## config.mk

```make
export PLATFORM = sky130hd
export DESIGN_NAME = tcr_timer_ctrl
export DESIGN_NICKNAME = d
export VERILOG_FILES = /design/src/rtl/tcr_pkg.sv /design/src/rtl/tcr_edge_sync.sv /design/src/rtl/tcr_sample_div.sv /design/src/rtl/tcr_timer_ctrl.sv
export SDC_FILE = /design/constraint.sdc
export NUM_CORES = 1
export LEC_CHECK = 0
export ABC_AREA = 0
export BUFFER_PORTS_ARGS = -buffer_cell sky130_fd_sc_hd__buf_2
export CORE_ASPECT_RATIO = 0.9
export CORE_UTILIZATION = 46
export CTS_BUF_LIST = sky130_fd_sc_hd__clkbuf_8
export DETAILED_ROUTE_END_ITERATION = 10
export PLACE_DENSITY = 0.73
export SETUP_SLACK_MARGIN = 0.15
export SYNTH_ARGS = -nofsm -noshare
export SYNTH_HDL_FRONTEND = slang
export SYNTH_SLANG_ARGS = --single-unit
```

## constraint.sdc

```tcl
create_clock -name core_clk_in -period 2.6 [get_ports core_clk_in]
set_input_delay 0.26 -clock core_clk_in [delete_from_list [all_inputs] [get_ports core_clk_in]]
set_output_delay 0.26 -clock core_clk_in [all_outputs]
set_load 0.01 [all_outputs]
```

## src/rtl/tcr_pkg.sv

```systemverilog
package tcr_pkg;

  // ****************************************
  // Bus shape
  // ****************************************
  localparam int ADDR_W = 8;
  localparam int DATA_W = 16;
  localparam int MODE_W = 3;

  // ****************************************
  // Register offsets
  // ****************************************
  localparam logic [7:0] OFS_CTRL_ONE = 8'h00;
  localparam logic [7:0] OFS_CTRL_TWO = 8'h04;
  localparam logic [7:0] OFS_STATUS   = 8'h08;
  localparam logic [7:0] OFS_MASK     = 8'h0C;
  localparam logic [7:0] OFS_COMMAND  = 8'h10;
  localparam logic [7:0] OFS_RELOAD   = 8'h14;
  localparam logic [7:0] OFS_PRESCALE = 8'h18;
  localparam logic [7:0] OFS_COMPARE  = 8'h1C;
  localparam logic [7:0] OFS_CHAN     = 8'h20;

  // ****************************************
  // Field positions
  // ****************************************
  localparam int C1_RUN      = 0;
  localparam int C1_UPD_BLK  = 1;
  localparam int C1_NARROW   = 2;
  localparam int C1_ONE_SHOT = 3;
  localparam int C1_RLD_BUF  = 7;
  localparam int C1_DIV_LO   = 8;
  localparam int C1_DIV_HI   = 9;
  localparam int C2_PRELOAD  = 0;
  localparam int C2_UPD_SEL  = 2;
  localparam int CMD_UPDATE  = 0;
  localparam int CMD_COMMUTE = 1;
  localparam int ST_UPDATE   = 0;
  localparam int ST_COMMUTE  = 1;
  localparam int ST_TRIGGER  = 2;
  localparam int ST_W        = 3;
  localparam int CH_OUT_EN   = 0;
  localparam int CH_COMP_EN  = 1;
  localparam int CH_MODE_LO  = 4;
  localparam int CH_MODE_HI  = 6;

  // ****************************************
  // Reset values and writable masks
  // ****************************************
  localparam logic [15:0] RST_CTRL_ONE = 16'h0000;
  localparam logic [15:0] RST_CTRL_TWO = 16'h0000;
  localparam logic [15:0] RST_DATA     = 16'h0000;
  localparam logic [2:0]  RST_STATUS   = 3'h0;
  localparam logic [15:0] MSK_CTRL_ONE = 16'h038F;
  localparam logic [15:0] MSK_CTRL_TWO = 16'h0005;
  localparam logic [15:0] MSK_CHAN     = 16'h0073;

  // ****************************************
  // Sampling clock divider codes
  // ****************************************
  typedef enum logic [1:0] {
    TCR_DIV_ONE  = 2'b00,
    TCR_DIV_TWO  = 2'b01,
    TCR_DIV_FOUR = 2'b10,
    TCR_DIV_RSVD = 2'b11
  } tcr_div_e;

endpackage

```

## src/rtl/tcr_edge_sync.sv

```systemverilog
`timescale 1ns/1ps
module tcr_edge_sync
  import tcr_pkg::*;
(
  input  wire logic core_clk_in,
  input  wire logic reset_n_in,
  input  wire logic async_in,
  output logic      rise_out
);

  // ****************************************
  // Two-stage synchroniser and edge detect
  // ****************************************
  logic meta;
  logic stable;
  logic stable_d;

  // First stage is read only by the second stage
  always_ff @(posedge core_clk_in or negedge reset_n_in) begin
    if (!reset_n_in) begin
      meta     <= 1'b0;
      stable   <= 1'b0;
      stable_d <= 1'b0;
    end else begin
      meta     <= async_in;
      stable   <= meta;
      stable_d <= stable;
    end
  end

  assign rise_out = stable & ~stable_d;

endmodule

```

## src/rtl/tcr_sample_div.sv

```systemverilog
`timescale 1ns/1ps
module tcr_sample_div
  import tcr_pkg::*;
(
  input  wire logic       core_clk_in,
  input  wire logic       reset_n_in,
  input  wire logic [1:0] div_code_in,
  output logic            tick_out
);

  // ****************************************
  // Sampling tick divider
  // ****************************************
  logic [1:0] phase;

  always_ff @(posedge core_clk_in or negedge reset_n_in) begin
    if (!reset_n_in) begin
      phase <= 2'h0;
    end else begin
      phase <= phase + 2'h1;
    end
  end

  // Reserved code falls back to the undivided rate
  always_comb begin
    unique case (tcr_div_e'(div_code_in))
      TCR_DIV_ONE:  tick_out = 1'b1;
      TCR_DIV_TWO:  tick_out = (phase[0] == 1'b0);
      TCR_DIV_FOUR: tick_out = (phase == 2'h0);
      TCR_DIV_RSVD: tick_out = 1'b1;
    endcase
  end

  a_div_two_gap: assert property (
    @(posedge core_clk_in) disable iff (!reset_n_in)
    (tick_out && div_code_in == 2'h1) ##1 (div_code_in == 2'h1)
      |-> !tick_out)
    else $error("divide-by-two tick came twice in a row");

  a_div_four_gap: assert property (
    @(posedge core_clk_in) disable iff (!reset_n_in)
    (tick_out && div_code_in == 2'h2) ##1 (div_code_in == 2'h2)[*3]
      |-> !tick_out)
    else $error("divide-by-four tick came too early");

endmodule

```

## src/rtl/tcr_timer_ctrl.sv

```systemverilog
// Function
// The counter counts only while counter_run is one and halts while zero.
// Software sets counter_run itself for external clock, gated or encoder use.
// In slave trigger mode a trigger edge sets counter_run by hardware.
// Update events come from overflow, update_trigger_bit or slave unless blocked.
// Each update event moves buffered reload, prescale and compare to active.
// Narrow source lets only overflow raise the update interrupt or request.
// In one-shot mode the next update event clears counter_run.
// Reload writes act at once unless buffering defers them to an update.
// The sample clock divider gives one, two or four clock periods.
// With preload on, channel controls act only after commutation_trigger.
// With update select set, a trigger_input rising edge also applies them.
// Reserved bits of both control registers read zero and ignore writes.
`timescale 1ns/1ps
module tcr_timer_ctrl
  import tcr_pkg::*;
(
  input  wire logic              core_clk_in,
  input  wire logic              reset_n_in,
  input  wire logic [ADDR_W-1:0] reg_addr_in,
  input  wire logic [DATA_W-1:0] reg_wdata_in,
  input  wire logic              reg_write_in,
  input  wire logic              reg_read_in,
  output logic      [DATA_W-1:0] reg_rdata_out,
  input  wire logic              counter_overflow_in,
  input  wire logic              slave_update_in,
  input  wire logic              slave_trigger_mode_in,
  input  wire logic              trigger_input_in,
  output logic                   counter_run_out,
  output logic                   update_event_out,
  output logic                   update_request_out,
  output logic                   sample_tick_out,
  output logic      [DATA_W-1:0] reload_value_out,
  output logic      [DATA_W-1:0] prescale_value_out,
  output logic      [DATA_W-1:0] channel_compare_value_out,
  output logic                   channel_output_enable_out,
  output logic                   complement_output_enable_out,
  output logic      [MODE_W-1:0] output_compare_mode_out,
  output logic                   irq_out
);

  // ****************************************
  // Storage
  // ****************************************
  logic [DATA_W-1:0] ctrl_one;
  logic [DATA_W-1:0] ctrl_two;
  logic              counter_run;
  logic [ST_W-1:0]   status;
  logic [ST_W-1:0]   mask;
  logic [DATA_W-1:0] reload_buf;
  logic [DATA_W-1:0] prescale_buf;
  logic [DATA_W-1:0] compare_buf;
  logic [DATA_W-1:0] chan_shadow;

  // ****************************************
  // Decode
  // ****************************************
  logic wr_ctrl_one;
  logic wr_ctrl_two;
  logic wr_status;
  logic wr_mask;
  logic wr_command;
  logic wr_reload;
  logic wr_prescale;
  logic wr_compare;
  logic wr_chan;

  assign wr_ctrl_one = reg_write_in && reg_addr_in == OFS_CTRL_ONE;
  assign wr_ctrl_two = reg_write_in && reg_addr_in == OFS_CTRL_TWO;
  assign wr_status   = reg_write_in && reg_addr_in == OFS_STATUS;
  assign wr_mask     = reg_write_in && reg_addr_in == OFS_MASK;
  assign wr_command  = reg_write_in && reg_addr_in == OFS_COMMAND;
  assign wr_reload   = reg_write_in && reg_addr_in == OFS_RELOAD;
  assign wr_prescale = reg_write_in && reg_addr_in == OFS_PRESCALE;
  assign wr_compare  = reg_write_in && reg_addr_in == OFS_COMPARE;
  assign wr_chan     = reg_write_in && reg_addr_in == OFS_CHAN;

  // ****************************************
  // Control fields
  // ****************************************
  logic update_block;
  logic update_source_narrow;
  logic one_shot_enable;
  logic reload_buffer_enable;
  logic channel_ctrl_preload;
  logic channel_ctrl_update_select;
  logic update_trigger_bit;
  logic commutation_trigger;

  assign update_block               = ctrl_one[C1_UPD_BLK];
  assign update_source_narrow       = ctrl_one[C1_NARROW];
  assign one_shot_enable            = ctrl_one[C1_ONE_SHOT];
  assign reload_buffer_enable       = ctrl_one[C1_RLD_BUF];
  assign channel_ctrl_preload       = ctrl_two[C2_PRELOAD];
  assign channel_ctrl_update_select = ctrl_two[C2_UPD_SEL];
  // Command bits are strobes; they store nothing and read as zero
  assign update_trigger_bit  = wr_command && reg_wdata_in[CMD_UPDATE];
  assign commutation_trigger = wr_command && reg_wdata_in[CMD_COMMUTE];

  // ****************************************
  // Trigger input and sampling tick
  // ****************************************
  logic trig_rise;

  tcr_edge_sync u_trig_sync (
    .core_clk_in (core_clk_in),
    .reset_n_in  (reset_n_in),
    .async_in    (trigger_input_in),
    .rise_out    (trig_rise)
  );

  tcr_sample_div u_sample_div (
    .core_clk_in (core_clk_in),
    .reset_n_in  (reset_n_in),
    .div_code_in (ctrl_one[C1_DIV_HI:C1_DIV_LO]),
    .tick_out    (sample_tick_out)
  );

  // ****************************************
  // Update event and request
  // ****************************************
  logic any_update_src;
  logic trig_start;
  logic chan_commit;

  assign any_update_src = counter_overflow_in | update_trigger_bit
                        | slave_update_in;
  assign update_event_out = !update_block && any_update_src;
  assign update_request_out = update_event_out
    && (!update_source_narrow || counter_overflow_in);
  assign trig_start = slave_trigger_mode_in && trig_rise;
  // Without preload the controls already act on write
  assign chan_commit = channel_ctrl_preload && (commutation_trigger
    || (channel_ctrl_update_select && trig_rise));

  // ****************************************
  // Control registers
  // ****************************************
  always_ff @(posedge core_clk_in or negedge reset_n_in) begin
    if (!reset_n_in) begin
      ctrl_one <= RST_CTRL_ONE;
      ctrl_two <= RST_CTRL_TWO;
    end else begin
      if (wr_ctrl_one) begin
        ctrl_one <= reg_wdata_in & MSK_CTRL_ONE & ~16'h0001;
      end
      if (wr_ctrl_two) begin
        ctrl_two <= reg_wdata_in & MSK_CTRL_TWO;
      end
    end
  end

  // One-shot stop beats a same-cycle software start or trigger,
  // so a pulse train can never restart itself on its own edge
  always_ff @(posedge core_clk_in or negedge reset_n_in) begin
    if (!reset_n_in) begin
      counter_run <= 1'b0;
    end else if (update_event_out && one_shot_enable) begin
      counter_run <= 1'b0;
    end else if (wr_ctrl_one) begin
      counter_run <= reg_wdata_in[C1_RUN];
    end else if (trig_start) begin
      counter_run <= 1'b1;
    end
  end

  assign counter_run_out = counter_run;

  // ****************************************
  // Buffered values
  // ****************************************
  always_ff @(posedge core_clk_in or negedge reset_n_in) begin
    if (!reset_n_in) begin
      reload_buf   <= RST_DATA;
      prescale_buf <= RST_DATA;
      compare_buf  <= RST_DATA;
    end else begin
      if (wr_reload) begin
        reload_buf <= reg_wdata_in;
      end
      if (wr_prescale) begin
        prescale_buf <= reg_wdata_in;
      end
      if (wr_compare) begin
        compare_buf <= reg_wdata_in;
      end
    end
  end

  always_ff @(posedge core_clk_in or negedge reset_n_in) begin
    if (!reset_n_in) begin
      reload_value_out <= RST_DATA;
    end else if (wr_reload && !reload_buffer_enable) begin
      reload_value_out <= reg_wdata_in;
    end else if (update_event_out) begin
      reload_value_out <= reload_buf;
    end
  end

  always_ff @(posedge core_clk_in or negedge reset_n_in) begin
    if (!reset_n_in) begin
      prescale_value_out        <= RST_DATA;
      channel_compare_value_out <= RST_DATA;
    end else if (update_event_out) begin
      prescale_value_out        <= prescale_buf;
      channel_compare_value_out <= compare_buf;
    end
  end

  // ****************************************
  // Channel controls
  // ****************************************
  always_ff @(posedge core_clk_in or negedge reset_n_in) begin
    if (!reset_n_in) begin
      chan_shadow <= RST_DATA;
    end else if (wr_chan) begin
      chan_shadow <= reg_wdata_in & MSK_CHAN;
    end
  end

  always_ff @(posedge core_clk_in or negedge reset_n_in) begin
    if (!reset_n_in) begin
      channel_output_enable_out    <= 1'b0;
      complement_output_enable_out <= 1'b0;
      output_compare_mode_out      <= 3'h0;
    end else if (wr_chan && !channel_ctrl_preload) begin
      channel_output_enable_out    <= reg_wdata_in[CH_OUT_EN];
      complement_output_enable_out <= reg_wdata_in[CH_COMP_EN];
      output_compare_mode_out <= reg_wdata_in[CH_MODE_HI:CH_MODE_LO];
    end else if (chan_commit) begin
      channel_output_enable_out    <= chan_shadow[CH_OUT_EN];
      complement_output_enable_out <= chan_shadow[CH_COMP_EN];
      output_compare_mode_out <= chan_shadow[CH_MODE_HI:CH_MODE_LO];
    end
  end

  // ****************************************
  // Interrupt status and mask
  // ****************************************
  logic [ST_W-1:0] status_set;

  assign status_set = {trig_start, chan_commit, update_request_out};

  // Set wins over a same-cycle write-one-to-clear
  always_ff @(posedge core_clk_in or negedge reset_n_in) begin
    if (!reset_n_in) begin
      status <= RST_STATUS;
    end else if (wr_status) begin
      status <= (status & ~reg_wdata_in[ST_W-1:0]) | status_set;
    end else begin
      status <= status | status_set;
    end
  end

  always_ff @(posedge core_clk_in or negedge reset_n_in) begin
    if (!reset_n_in) begin
      mask <= RST_STATUS;
    end else if (wr_mask) begin
      mask <= reg_wdata_in[ST_W-1:0];
    end
  end

  assign irq_out = |(status & mask);

  // ****************************************
  // Read port
  // ****************************************
  always_ff @(posedge core_clk_in or negedge reset_n_in) begin
    if (!reset_n_in) begin
      reg_rdata_out <= RST_DATA;
    end else if (reg_read_in) begin
      unique case (reg_addr_in)
        OFS_CTRL_ONE: reg_rdata_out <= ctrl_one
                                     | {15'h0000, counter_run};
        OFS_CTRL_TWO: reg_rdata_out <= ctrl_two;
        OFS_STATUS:   reg_rdata_out <= {13'h0000, status};
        OFS_MASK:     reg_rdata_out <= {13'h0000, mask};
        OFS_RELOAD:   reg_rdata_out <= reload_buf;
        OFS_PRESCALE: reg_rdata_out <= prescale_buf;
        OFS_COMPARE:  reg_rdata_out <= compare_buf;
        OFS_CHAN:     reg_rdata_out <= chan_shadow;
        default:      reg_rdata_out <= RST_DATA;
      endcase
    end else begin
      reg_rdata_out <= RST_DATA;
    end
  end

  // ****************************************
  // Checks
  // ****************************************
  a_run_from_write: assert property (
    @(posedge core_clk_in) disable iff (!reset_n_in)
    wr_ctrl_one && !(update_event_out && one_shot_enable)
      |=> counter_run_out == $past(reg_wdata_in[C1_RUN]))
    else $error("counter_run did not follow the write");

  a_trig_start_run: assert property (
    @(posedge core_clk_in) disable iff (!reset_n_in)
    slave_trigger_mode_in && trig_rise && !wr_ctrl_one
      && !(update_event_out && one_shot_enable)
      |=> counter_run_out)
    else $error("trigger did not start the counter");

  a_update_blocked: assert property (
    @(posedge core_clk_in) disable iff (!reset_n_in)
    update_block |-> !update_event_out && !update_request_out)
    else $error("update event while blocked");

  a_update_cause: assert property (
    @(posedge core_clk_in) disable iff (!reset_n_in)
    !update_block && (counter_overflow_in || slave_update_in)
      |-> update_event_out)
    else $error("update source gave no update event");

  a_update_transfer: assert property (
    @(posedge core_clk_in) disable iff (!reset_n_in)
    update_event_out |=> prescale_value_out == $past(prescale_buf)
      && channel_compare_value_out == $past(compare_buf))
    else $error("buffered values not transferred");

  a_narrow_source: assert property (
    @(posedge core_clk_in) disable iff (!reset_n_in)
    update_source_narrow && !counter_overflow_in
      |-> !update_request_out)
    else $error("narrow source raised a request");

  a_wide_source: assert property (
    @(posedge core_clk_in) disable iff (!reset_n_in)
    !update_source_narrow && update_event_out |-> update_request_out)
    else $error("update event without request");

  a_one_shot_stop: assert property (
    @(posedge core_clk_in) disable iff (!reset_n_in)
    update_event_out && one_shot_enable |=> !counter_run_out)
    else $error("one-shot did not stop the counter");

  a_reload_direct: assert property (
    @(posedge core_clk_in) disable iff (!reset_n_in)
    wr_reload && !reload_buffer_enable
      |=> reload_value_out == $past(reg_wdata_in))
    else $error("unbuffered reload not immediate");

  a_reload_held: assert property (
    @(posedge core_clk_in) disable iff (!reset_n_in)
    reload_buffer_enable && !update_event_out
      |=> $stable(reload_value_out))
    else $error("buffered reload changed without update");

  a_preload_held: assert property (
    @(posedge core_clk_in) disable iff (!reset_n_in)
    channel_ctrl_preload && !commutation_trigger
      && !(channel_ctrl_update_select && trig_rise)
      |=> $stable(output_compare_mode_out)
        && $stable(channel_output_enable_out))
    else $error("preloaded channel control changed early");

  a_trig_commit: assert property (
    @(posedge core_clk_in) disable iff (!reset_n_in)
    channel_ctrl_preload && channel_ctrl_update_select && trig_rise
      |=> output_compare_mode_out
        == $past(chan_shadow[CH_MODE_HI:CH_MODE_LO]))
    else $error("trigger edge did not apply channel controls");

  a_reserved_zero: assert property (
    @(posedge core_clk_in) disable iff (!reset_n_in)
    reg_read_in && reg_addr_in == OFS_CTRL_TWO
      |=> (reg_rdata_out & ~MSK_CTRL_TWO) == 16'h0000)
    else $error("reserved bits read non-zero");

endmodule

```

Word level (Yosys, flattened, before mapping)
Index checks and enable logic that the tools add are counted.

storage, ports and cells
  flip-flop bits (word level) = 142
  bits in latches = 0
  bits in writable memories = 0
  ROM bits = 0
  output and inout bits = 74
  word-level logic and storage cells = 91
  memories = 0

operators by class
  add/sub/neg operators = 1
  multiply operators = 0
  div/mod/pow operators = 0
  magnitude comparators = 0
  equality and inequality tests = 11
  shifts and indexed selects = 0
  mux-type cells = 15
  bitwise logic cells = 11
  reduce and logical (&&, ||, !) cells = 33

operator list
  cell                 number
  $pmux 16 s8          1
  $mux 16              3
  $eq 8x5->1 const B   4
  $logic_and 1x1->1    19
  $eq 8x4->1 const B   2
  $or 10x1->10         1
  $mux 3               3
  $eq 8x3->1 const B   1
  $eq 8x6->1 const B   1
  $logic_not 8->1      1
  $mux 1               7
  $and 3x3->3          2
  $or 3x3->3           2
  $eq 2x2->1 const B   2
  $logic_not 1->1      4
  $logic_not 2->1      2
  $reduce_bool 2->1    2
  $not 3->3            1
  $pmux 1 s3           1
  $reduce_bool 3->1    1
  $reduce_or 3->1      1
  $add 2x1->2 const B  1
  $eq 2x1->1 const B   1
  $logic_or 1x1->1     2
  4 further kinds      6

Logic depth before layout (Yosys ltp)
Gate-level depths: netlist (run 1).

  depth in word-level cells = 9
  gate-level depth with buffers = 7

Modules after synthesis
From an unflattened synthesis (run 1), not the netlist that was laid out.

second synthesis, totals
  cell total of the unflattened synthesis = 481
  area total of the unflattened synthesis = 6284.8 sq um

modules (own cells, without submodules)
  module          times used  cells an instance  area an instance (sq um)
  tcr_timer_ctrl  1           466                6075.8
  tcr_sample_div  1           11                 120.1
  tcr_edge_sync   1           4                  88.8

Least setup slack after synthesis (run 1)
Ideal clock, no wire load.

  path type = input to register
  start point = in reg_addr_in[3]
  end point = reg prescale_value_out[10]
  arrival = 2.023 ns
  setup slack = 0.452 ns
  stages = 6
  path buffers = 2
  cells stage by stage = buf_6 or4_4 o41a_4 nor2_8 buf_12 mux2_4

between the ends
  longest elaborated chain between the ends = 6

ends and longest elaborated chain
  what                  line                   source
  from (decl)           tcr_timer_ctrl.sv:20   input wire logic [ADDR_W-1:0] reg_addr_in,
  $eq 8x5->1            tcr_timer_ctrl.sv:72   assign wr_command = reg_write_in && reg_addr_in == OFS_COMMAND;
  $logic_and 1x1->1     tcr_timer_ctrl.sv:72
  $logic_and 1x1->1     tcr_timer_ctrl.sv:97   assign update_trigger_bit = wr_command && reg_wdata_in[CMD_UPDATE];
  $or 1x1->1            tcr_timer_ctrl.sv:126  assign any_update_src = counter_overflow_in | update_trigger_bit
  $or 1x1->1            tcr_timer_ctrl.sv:127  | slave_update_in;
  $logic_and 1x1->1     tcr_timer_ctrl.sv:128  assign update_event_out = !update_block && any_update_src;
  via update_event_out  tcr_timer_ctrl.sv:30   output logic update_event_out,
  to (signal assigned)  tcr_timer_ctrl.sv:205  prescale_value_out <= prescale_buf;
  to (decl)             tcr_timer_ctrl.sv:34   output logic [DATA_W-1:0] prescale_value_out,

The timed path passes the listed nets, and every way through them passes these cells.
A chain may end at the register's enable or synchronous reset.

Final worst setup path (run 1)
  start point = in reg_addr_in[1]
  end point = out update_event_out

between the ends
  longest elaborated chain between the ends = 6

ends and longest elaborated chain
  what               line
  $eq 8x5->1         tcr_timer_ctrl.sv:72
  $logic_and 1x1->1  tcr_timer_ctrl.sv:72
  $logic_and 1x1->1  tcr_timer_ctrl.sv:97
  $or 1x1->1         tcr_timer_ctrl.sv:126
  $or 1x1->1         tcr_timer_ctrl.sv:127
  $logic_and 1x1->1  tcr_timer_ctrl.sv:128
  to (decl)          tcr_timer_ctrl.sv:30

No other way between the ends.

==> impl_metrics.env, run 1 <==
export IMPL_synth_edff_count=0
export IMPL_reg2regPathDepth=5
export IMPL_min_to="status[2]"
export IMPL_root_buffer="clkbuf_8"
export IMPL_cp_common_cell="buf_2"
export IMPL_period_needed_ps=2370
export IMPL_cts_setup_buffers=0
export IMPL_multi_input_area_um2=2630
export IMPL_syn_area_um2=6380
export IMPL_grt_first_pass_wirelength_um=24400
export IMPL_rows=40
export IMPL_yosysMostFrequentCell="dfrtp_1"
export IMPL_drive_gt1_share_pct=45.1
export IMPL_yosysWarnings=0
export IMPL_syn_num_nets=517
export IMPL_rsz0062_at_grt="false"
export IMPL_grt_max_degree=80
export IMPL_cts_resized=0
export IMPL_vdd_drop_max_v=0.000526
export IMPL_start_kind="input port"
export IMPL_hold_violations=0
export IMPL_dp_hpwl_um=10900
export IMPL_tritoncts="yes"
export IMPL_ys_async_sr_fraction_pct=100
export IMPL_dp_slack_ps=164
export IMPL_timing_hold_ws_ps=83.3
export IMPL_wire_per_inst_um=19.8
export IMPL_crit_type="in -> out"
export IMPL_synth_seq_cells=142
export IMPL_outcome="finished, final reports clean"
export IMPL_synth_ff_type="dfrtp_1"
export IMPL_drtPass1Iterations=5
export IMPL_ys_types=48
export IMPL_ant_nets=0
export IMPL_vias=4510
export IMPL_antenna_cells=0
export IMPL_min_from="slave_trigger_mode_in"
export IMPL_gr_total_overflow=0
export IMPL_htree_levels=4
export IMPL_slowest_delay_ps=580
export IMPL_crit_slowest_cell="or4_4"
export IMPL_vias_per_cell=5.72
export IMPL_worst_pin_slew_ps=792
export IMPL_gp_congestion=0.911
export IMPL_chipHeight_um=114
export IMPL_clk_pin_slew_ps=80
export IMPL_cp_top_family="simple AND/OR/NAND/NOR gates"
export IMPL_crit_fanout=18
export IMPL_hold_depth=2
export IMPL_synth_top_area_cell="dfrtp_1"
export IMPL_die_w_um=126
export IMPL_cap_violations=0
export IMPL_p_per_area_nw_per_um2=662
export IMPL_ios=106
export IMPL_tns_ps=0
export IMPL_start_util_pct=47.5
export IMPL_p_leak_nw=3.93
export IMPL_drc=0
export IMPL_synthTopCellsByArea="dfrtp_1, mux2_2, mux2_4"
export IMPL_fin_nets=644
export IMPL_synth_yosys_seq_area_share_pct=55.7
export IMPL_path_cells="buf_2 -> or4_4 -> o41a_4 -> nor2_8 -> buf_4 -> buf_2"
export IMPL_r2r_start="u_trig_sync.stable"
export IMPL_regArea_um2=3550
export IMPL_crit_arrival_ps=2110
export IMPL_finalCritPeriodShare_pct=91.2
export IMPL_timing_rr_end="channel_output_enable_out"
export IMPL_die_area_um2=14300
export IMPL_netlist_instances=482
export IMPL_r2r_setup_slack_ps=1050
export IMPL_portBuffers=105
export IMPL_cts_buffer_depth=2
export IMPL_nFillCells=1124
export IMPL_area_growth_pct=20.3
export IMPL_setup_viol=0
export IMPL_fmax_mhz=422
export IMPL_drt_iter0_drc=431
export IMPL_netlist_top_cells_count="dfrtp_1, mux2_2, nor2_1"
export IMPL_finClkSkew_ps=9.75
export IMPL_required_ps=2340
export IMPL_fin_ws_ps=229
export IMPL_cts_hold_buf=2
export IMPL_design_core_area_um2=13400
export IMPL_clock_latency_ps=440
export IMPL_cts_sinks=142
export IMPL_antenna_found_initial=0
export IMPL_path_buf_inv=3
export IMPL_min_delay_path_class="in -> reg"
export IMPL_grt_pass1_vias=4368
export IMPL_worstSetupPathDepth=6
export IMPL_slew_limit_headroom_pct=46.9
export IMPL_cts_buffers=17
export IMPL_cp_end_kind="output pin"
export IMPL_slew_violations=0
export IMPL_gr_usage_all_layers_pct=22.7
export IMPL_synth_top_area_share_pct=55.7
export IMPL_avgSynthCellArea_um2=13.2
export IMPL_wirelength_um=15600
## registers in the layout (all words and copies together) (netlist names)
signal,cells
chan_shadow,5
channel_compare_value_out,16
channel_output_enable_out,1
compare_buf,16
complement_output_enable_out,1
counter_run_out,1
ctrl_one,6
ctrl_two,2
mask,3
output_compare_mode_out,3
prescale_buf,16
prescale_value_out,16
reg_rdata_out,16
reload_buf,16
reload_value_out,16
status,3
u_sample_div.phase,2
u_trig_sync.meta,1
u_trig_sync.stable,1
u_trig_sync.stable_d,1
## power breakdown
group | switching (mW) | internal [mW]
Clock | 0.832 | 1.28
Combinational | 0.283 | 0.254
Sequential | 0.0953 | 2.33
## how the worst max path moves through the flow
stage / from / end / slack (ps)
global placement: reg_addr_in[1] / channel_compare_value_out[15] / 200
detailed placement: reg_addr_in[1] / channel_compare_value_out[0] / 160
floorplan: reg_addr_in[3] / prescale_value_out[10] / 450
finish: reg_addr_in[1] / update_event_out / 230
global route: reg_addr_in[1] / update_event_out / 170
CTS: reg_addr_in[1] / update_event_out / 220
## metrics by stage
| step | instances | instance area [um^2] | power, mW | utilization (%) |
|---|---|---|---|---|
| 6_report | 789 | 7670 | 5.07 | 57.2 |
| 5_1_grt | 789 | 7670 | 5.26 | 57.2 |
| 4_1_cts | 789 | 7670 | 5.11 | 57.2 |
| 3_5_place_dp | 756 | 7170 | 3.01 | 53.5 |
| 3_3_place_gp | 756 | 7170 | 2.99 | 53.5 |
| 2_1_floorplan | 482 | 6380 | 2.75 | - |
## cell usage in the layout (no fill, tap or decap), types with 6 or more instances in the layout
cell type	netlist	final
a22oi_1	15	15
bufinv_16	0	6
mux2_4	28	28
a22o_1	12	12
clkbuf_8	0	19
inv_1	10	11
nor2_1	39	39
nand3b_1	16	16
mux2_2	81	81
a31oi_1	16	16
buf_4	1	26
dfrtp_1	142	142
buf_2	2	104
nand2_1	13	13
o21ai_0	21	21
## layer usage
metal / GRT usage (%) / routed length (um) / up-vias
met5: 0 / 0 / -
met4: 6.51 / 138 / 0
met2: 35.5 / 7350 / 184
met1: 31.8 / 7200 / 2275
met3: 5.25 / 941 / 15
li1: - / - / 2036
## cell type report
| type | count | share of cell area [%] |
|---|---|---|
| Inverter | 10 | 0.489 |
| Clock inverter | 12 | 2.82 |
| Tap cell | 168 | 2.74 |
| Multi-Input combinational cell | 304 | 34.2 |
| Timing Repair Buffer | 134 | 10.0 |
| Clock buffer | 19 | 3.41 |
| Sequential cell | 142 | 46.3 |
## logic make-up after synthesis
kind of cell | share of synthesized area, %
fa+ha+maj | 0.589
buf+inv | 3.10
flops | 55.7
mux | 21.9
simple gates | 8.79
compound gates | 9.87
Note: power is estimated with default switching activity, not from simulation.
==> inputs of run 2 (changes only) <==
--- a/config.mk
+++ b/config.mk
@@ -15,4 +15,5 @@
 export SETUP_SLACK_MARGIN = 0.15
 export SYNTH_ARGS = -nofsm -noshare
 export SYNTH_HDL_FRONTEND = slang
+export SYNTH_HIERARCHICAL = 1
 export SYNTH_SLANG_ARGS = --single-unit
==> impl_metrics.env, run 2 <==
export IMPL_outcome="finished, final reports clean"
export IMPL_synthTopCellsByArea="dfrtp_1, mux2_2, mux2_1"
export IMPL_multi_input_area_um2=2560
export IMPL_setup_viol=0
export IMPL_vias_per_cell=5.84
export IMPL_tritoncts="yes"
export IMPL_cts_buffers=17
export IMPL_p_per_area_nw_per_um2=623
export IMPL_cp_end_kind="output pin"
export IMPL_gr_usage_all_layers_pct=23.1
export IMPL_fin_nets=631
export IMPL_ios=106
export IMPL_layoutNonFillerInstCount=776
export IMPL_period_needed_ps=2270
export IMPL_syn_num_nets=516
export IMPL_antenna_cells=0
export IMPL_cts_sinks=142
export IMPL_synth_xor_area_share_pct=0
export IMPL_htree_levels=4
export IMPL_avgSynthCellArea_um2=13.1
export IMPL_portBuffers=105
export IMPL_synth_edff_count=0
export IMPL_drc=0
export IMPL_finalCritPeriodShare_pct=87.5
export IMPL_tns_ps=0
export IMPL_rows=40
export IMPL_place_inst=743
export IMPL_hold_violations=0
export IMPL_p_int_mw=3.55
export IMPL_wire_per_inst_um=19.7
export IMPL_p_sw_mw=1.11
export IMPL_synth_yosys_seq_area_share_pct=56.5
export IMPL_gp_congestion=0.846
export IMPL_synth_top_family_by_area="multiplexers"
export IMPL_cap_violations=0
export IMPL_root_buffer="clkbuf_8"
export IMPL_grt_pass1_vias=4603
export IMPL_netlist_instances=481
export IMPL_required_ps=2340
export IMPL_path_cells="buf_2 -> or4b_4 -> o41a_4 -> nor3_1 -> buf_2"
export IMPL_dp_slack_ps=288
export IMPL_finClkSkew_ps=8.47
export IMPL_gr_total_overflow=0
export IMPL_crit_arrival_ps=2010
export IMPL_fmax_mhz=440
export IMPL_cp_top_family="simple AND/OR/NAND/NOR gates"
export IMPL_netlist_top_cells_count="dfrtp_1, mux2_2, mux2_1"
export IMPL_clockPowerShare_pct=39.7
export IMPL_wirelength_um=15300
export IMPL_grt_first_pass_wirelength_um=24800
export IMPL_vias=4530
export IMPL_path_buf_inv=2
export IMPL_die_w_um=125
export IMPL_min_delay_path_class="in -> reg"
export IMPL_ys_async_sr_fraction_pct=100
export IMPL_syn_area_um2=6280
export IMPL_synth_seq_cells=142
export IMPL_drive_gt1_share_pct=39.3
export IMPL_place_area_um2=7050
export IMPL_slew_violations=0
export IMPL_antenna_found_initial=0
export IMPL_area_growth_pct=19.1
export IMPL_drt_iter0_drc=364
export IMPL_crit_slowest_cell="or4b_4"
export IMPL_final_common_cell="dfrtp_1"
export IMPL_regArea_um2=3550
export IMPL_switching_share_pct=23.8
export IMPL_clk_pin_slew_ps=70
export IMPL_crit_type="in -> out"
export IMPL_slew_limit_headroom_pct=53.1
export IMPL_design_core_area_um2=13400
export IMPL_die_area_um2=14100
export IMPL_synth_top_area_cell="dfrtp_1"
export IMPL_drtPass1Iterations=7
export IMPL_dp_hpwl_um=10300
export IMPL_stdcell_area_um2=7490
export IMPL_cp_common_cell="buf_2"
export IMPL_yosys_area_share_simple_pct=9.62
export IMPL_worst_pin_slew_ps=703
export IMPL_synth_compound_area_share_pct=8.64
export IMPL_ant_nets=0
export IMPL_yosysMostFrequentCell="dfrtp_1"
export IMPL_ys_types=49
export IMPL_pwr_share_comb_pct=9.1
export IMPL_grt_max_degree=76
export IMPL_synthMuxAreaShare_pct=21.9
export IMPL_rsz0062_at_grt="false"
export IMPL_cts_buffer_depth=2
export IMPL_synth_top_area_share_pct=56.5
export IMPL_yosysWarnings=6
export IMPL_vdd_drop_max_v=0.000303
export IMPL_cts_resized=0
export IMPL_p_leak_nw=3.85
export IMPL_start_kind="input port"
export IMPL_nFillCells=1108
export IMPL_final_cell_mix="dfrtp_1, buf_2, mux2_2"
export IMPL_seqPwrFrac_pct=51.2
export IMPL_start_util_pct=47.0
export IMPL_synth_adder_area_share_pct=0.597
export IMPL_synth_ff_type="dfrtp_1"
export IMPL_fin_ws_ps=326
export IMPL_slowest_delay_ps=580
export IMPL_chipHeight_um=113
export IMPL_crit_fanout=5
export IMPL_clock_latency_ps=450
## run 2: changes by cell type in the layout (fill, tap and decap cells not counted), moves of 7 or more
cell    before  now
buf_4       26   19
mux2_4      28    1
nor2_1      39   22
nor3_1       4   18
mux2_1       0   36
mux2_2      81   72
## run 2: what timing repair did
item                                   4_1_cts  5_1_grt
setup buffers                                0        0
setup endpoints to repair                    0        0
endpoints found under the hold margin       73        0
hold buffers                                 2        0
## run 2: power by group through the flow
stage                     Combinational (mW)  Sequential [mW]  Clock [mW]
after CTS                              0.426             2.39        1.89
final                                  0.423             2.39        1.85
after global routing                   0.461             2.40        1.98
after detailed placement               0.422             2.43           0
after floorplan                        0.212             2.42           0
after global placement                 0.406             2.42           0
## run 2: kinds of logic after synthesis
| logic type | Yosys count |
|---|---|
| AOI/OAI and AO/OA | 76 |
| and+or+nand+nor | 102 |
| DFF | 142 |
| buffers and inverters | 38 |
| adders and majority gates | 3 |
| muxes | 120 |
## run 2: per-layer routing
metal  global-route usage, %  vias to the layer above  wire length [um]
met2                    37.7                      172              7420
met4                    9.02                        0               252
met5                       0                        -                 0
met3                    5.53                       20               885
met1                    30.0                     2346              6730
li1                        -                     1992                 -
## run 2: cell type report
cell class	count	area share, %
tap	168	2.81
sequential	142	47.5
clock buffer	22	4.04
multi-input combinational	301	34.2
clock inverter	9	1.55
inverter	7	0.351
timing repair buffer	127	9.54
## run 2: through the flow
stage / utilization [%] / hold slack, ps / total power [mW]
floorplan: - / -35.6 / 2.63
global placement: 52.7 / 306 / 2.83
detailed placement: 52.7 / 318 / 2.85
CTS: 56.0 / 69.1 / 4.70
global route: 56.0 / 72.9 / 4.84
finish: 56.0 / 96.1 / 4.67
## run 2: path summary, 6_finish.rpt
check	from	endpoint	slack [ps]	cells past startpoint
worst min register to register	u_trig_sync/meta	u_trig_sync/stable	350	0
worst max register to register	ctrl_one[7]	reload_value_out[9]	880	2
max in group asynchronous	reset_n_in	compare_buf[4]	1330	3
min in group asynchronous	reset_n_in	prescale_value_out[1]	390	2
worst max-delay path	reg_addr_in[5]	update_request_out	330	5
worst min-delay path	reg_wdata_in[10]	compare_buf[10]	100	2
==> inputs of run 3 (changes only) <==
--- a/config.mk
+++ b/config.mk
@@ -12,6 +12,7 @@
 export CTS_BUF_LIST = sky130_fd_sc_hd__clkbuf_8
 export DETAILED_ROUTE_END_ITERATION = 10
 export PLACE_DENSITY = 0.73
+export REMOVE_ABC_BUFFERS = 1
 export SETUP_SLACK_MARGIN = 0.15
 export SYNTH_ARGS = -nofsm -noshare
 export SYNTH_HDL_FRONTEND = slang
==> impl_metrics.env, run 3 (same netlist as run 2, synthesis figures left out) <==
export IMPL_regArea_um2=3550
export IMPL_crit_slowest_cell="or4b_4"
export IMPL_cts_buffer_depth=2
export IMPL_dp_hpwl_um=10200
export IMPL_outcome="finished, violations left"
export IMPL_drc=14
export IMPL_path_cells="buf_2 -> or4b_4 -> o41a_4 -> nor3_1 -> buf_2"
export IMPL_ios=106
export IMPL_drtPass1Iterations=10
export IMPL_cts_buffers=17
export IMPL_start_util_pct=47.0
export IMPL_finalCritPeriodShare_pct=91.1
export IMPL_gr_usage_all_layers_pct=22.6
export IMPL_grt_max_degree=86
export IMPL_tritoncts="yes"
export IMPL_vias_per_cell=5.57
export IMPL_rows=40
export IMPL_worst_pin_slew_ps=782
export IMPL_p_leak_nw=3.86
export IMPL_crit_fanout=18
export IMPL_r2r_start="ctrl_one[1]"
export IMPL_clk_pin_slew_ps=70
export IMPL_grt_pass1_vias=4632
export IMPL_drive_gt1_share_pct=39.8
export IMPL_ant_nets=0
export IMPL_cts_sinks=142
export IMPL_wire_per_inst_um=19.0
export IMPL_rsz0062_at_grt="false"
export IMPL_fin_nets=634
export IMPL_required_ps=2340
export IMPL_p_per_area_nw_per_um2=629
export IMPL_area_growth_pct=19.9
export IMPL_p_int_mw=3.64
export IMPL_p_sw_mw=1.10
export IMPL_die_area_um2=14100
export IMPL_r2r_setup_slack_ps=1020
export IMPL_clock_latency_ps=440
export IMPL_vdd_drop_max_v=0.000394
export IMPL_antenna_cells=0
export IMPL_portBuffers=105
export IMPL_final_common_cell="dfrtp_1"
export IMPL_min_delay_path_class="in -> reg"
export IMPL_cts_resized=0
export IMPL_fin_util_pct=56.4
export IMPL_pwr_share_comb_pct=8.9
export IMPL_switching_share_pct=23.1
export IMPL_finClkSkew_ps=9.51
export IMPL_htree_levels=4
export IMPL_die_w_um=125
export IMPL_cp_end_kind="output pin"
export IMPL_nFillCells=1103
export IMPL_cp_top_family="simple AND/OR/NAND/NOR gates"
export IMPL_hold_depth=2
export IMPL_design_core_area_um2=13400
export IMPL_wirelength_um=14800
export IMPL_grt_first_pass_wirelength_um=24400
export IMPL_gr_total_overflow=0
export IMPL_min_from="slave_trigger_mode_in"
export IMPL_cap_violations=0
export IMPL_setup_viol=0
export IMPL_min_to="status[2]"
export IMPL_slew_limit_headroom_pct=47.9
export IMPL_gp_congestion=0.823
export IMPL_antenna_found_initial=0
export IMPL_hold_violations=0
export IMPL_seqPwrFrac_pct=50.4
export IMPL_drt_iter0_drc=296
export IMPL_start_kind="input port"
export IMPL_clockPowerShare_pct=40.7
export IMPL_timing_rr_end="prescale_value_out[5]"
export IMPL_root_buffer="clkbuf_8"
export IMPL_cp_common_cell="buf_2"
export IMPL_violations="DRC"
export IMPL_tns_ps=0
export IMPL_multi_input_area_um2=2560
export IMPL_path_buf_inv=2
export IMPL_vias=4336
export IMPL_crit_arrival_ps=2110
export IMPL_crit_type="in -> out"
export IMPL_period_needed_ps=2370
export IMPL_final_cell_mix="dfrtp_1, buf_2, mux2_2"
export IMPL_fmax_mhz=422
export IMPL_reg2regPathDepth=3
export IMPL_slowest_delay_ps=580
export IMPL_chipHeight_um=113
export IMPL_slew_violations=0
-- run 3: cell count changes in the layout (fill, tap and decap cells not counted), sizes merged --
cell and delta:
buf +3, clkbuf +3, clkinv -3, inv -2
clkinvlp +1
-- run 3: area by class of cell --
cell class / instances / share of cell area (%)
clock inverters: 5 / 1.34
multi-input cells: 301 / 34.0
well taps: 168 / 2.79
flip-flops and latches: 142 / 47.2
inverters: 7 / 0.349
repair buffers: 130 / 9.78
clock buffers: 25 / 4.57
-- run 3: metal layers --
layer	up-vias	part of all wire (%)	track usage (%)
met1	2185	46	30.3
met3	19	5.3	5.72
met4	0	1.6	7.24
li1	2006	-	-
met2	126	47	36.2
met5	-	0	0
-- run 3: worst max path at each step --
stage | from | end | slack [ps] | cells after the start
2_1_floorplan | reg_addr_in[3] | reload_value_out[14] | 50 | 4
3_3_place_gp | reg_addr_in[5] | prescale_value_out[6] | 230 | 6
3_5_place_dp | reg_addr_in[5] | prescale_value_out[5] | 170 | 6
4_1_cts | reg_addr_in[5] | update_request_out | 240 | 5
5_1_grt | reg_addr_in[5] | update_request_out | 160 | 5
6_report | reg_addr_in[5] | update_request_out | 230 | 5
-- run 3: what timing repair did --
action / CTS / global route
setup buffers: 0 / 0
endpoints found under the hold margin: 85 / 0
hold buffers: 2 / 0
-- run 3: power groups by stage --
| stage | logic [mW] | registers (mW) | clock network [mW] |
|---|---|---|---|
| 4_1_cts | 0.428 | 2.38 | 1.97 |
| 3_3_place_gp | 0.410 | 2.42 | 0 |
| 5_1_grt | 0.464 | 2.40 | 2.08 |
| 2_1_floorplan | 0.184 | 2.43 | 0 |
| 6_report | 0.422 | 2.39 | 1.93 |
| 3_5_place_dp | 0.425 | 2.43 | 0 |
-- run 3: through the flow --
step	power [mW]	cell area, um^2	instances	hold WS, ps	setup WS (ps)
after detailed placement	2.85	7070	746	342	175
final	4.74	7540	778	83.7	232
after CTS	4.78	7540	778	47.8	242
after global placement	2.83	7070	746	338	230
after global routing	4.95	7540	778	58.3	157
after floorplan	2.61	6140	450	-35.6	48.0
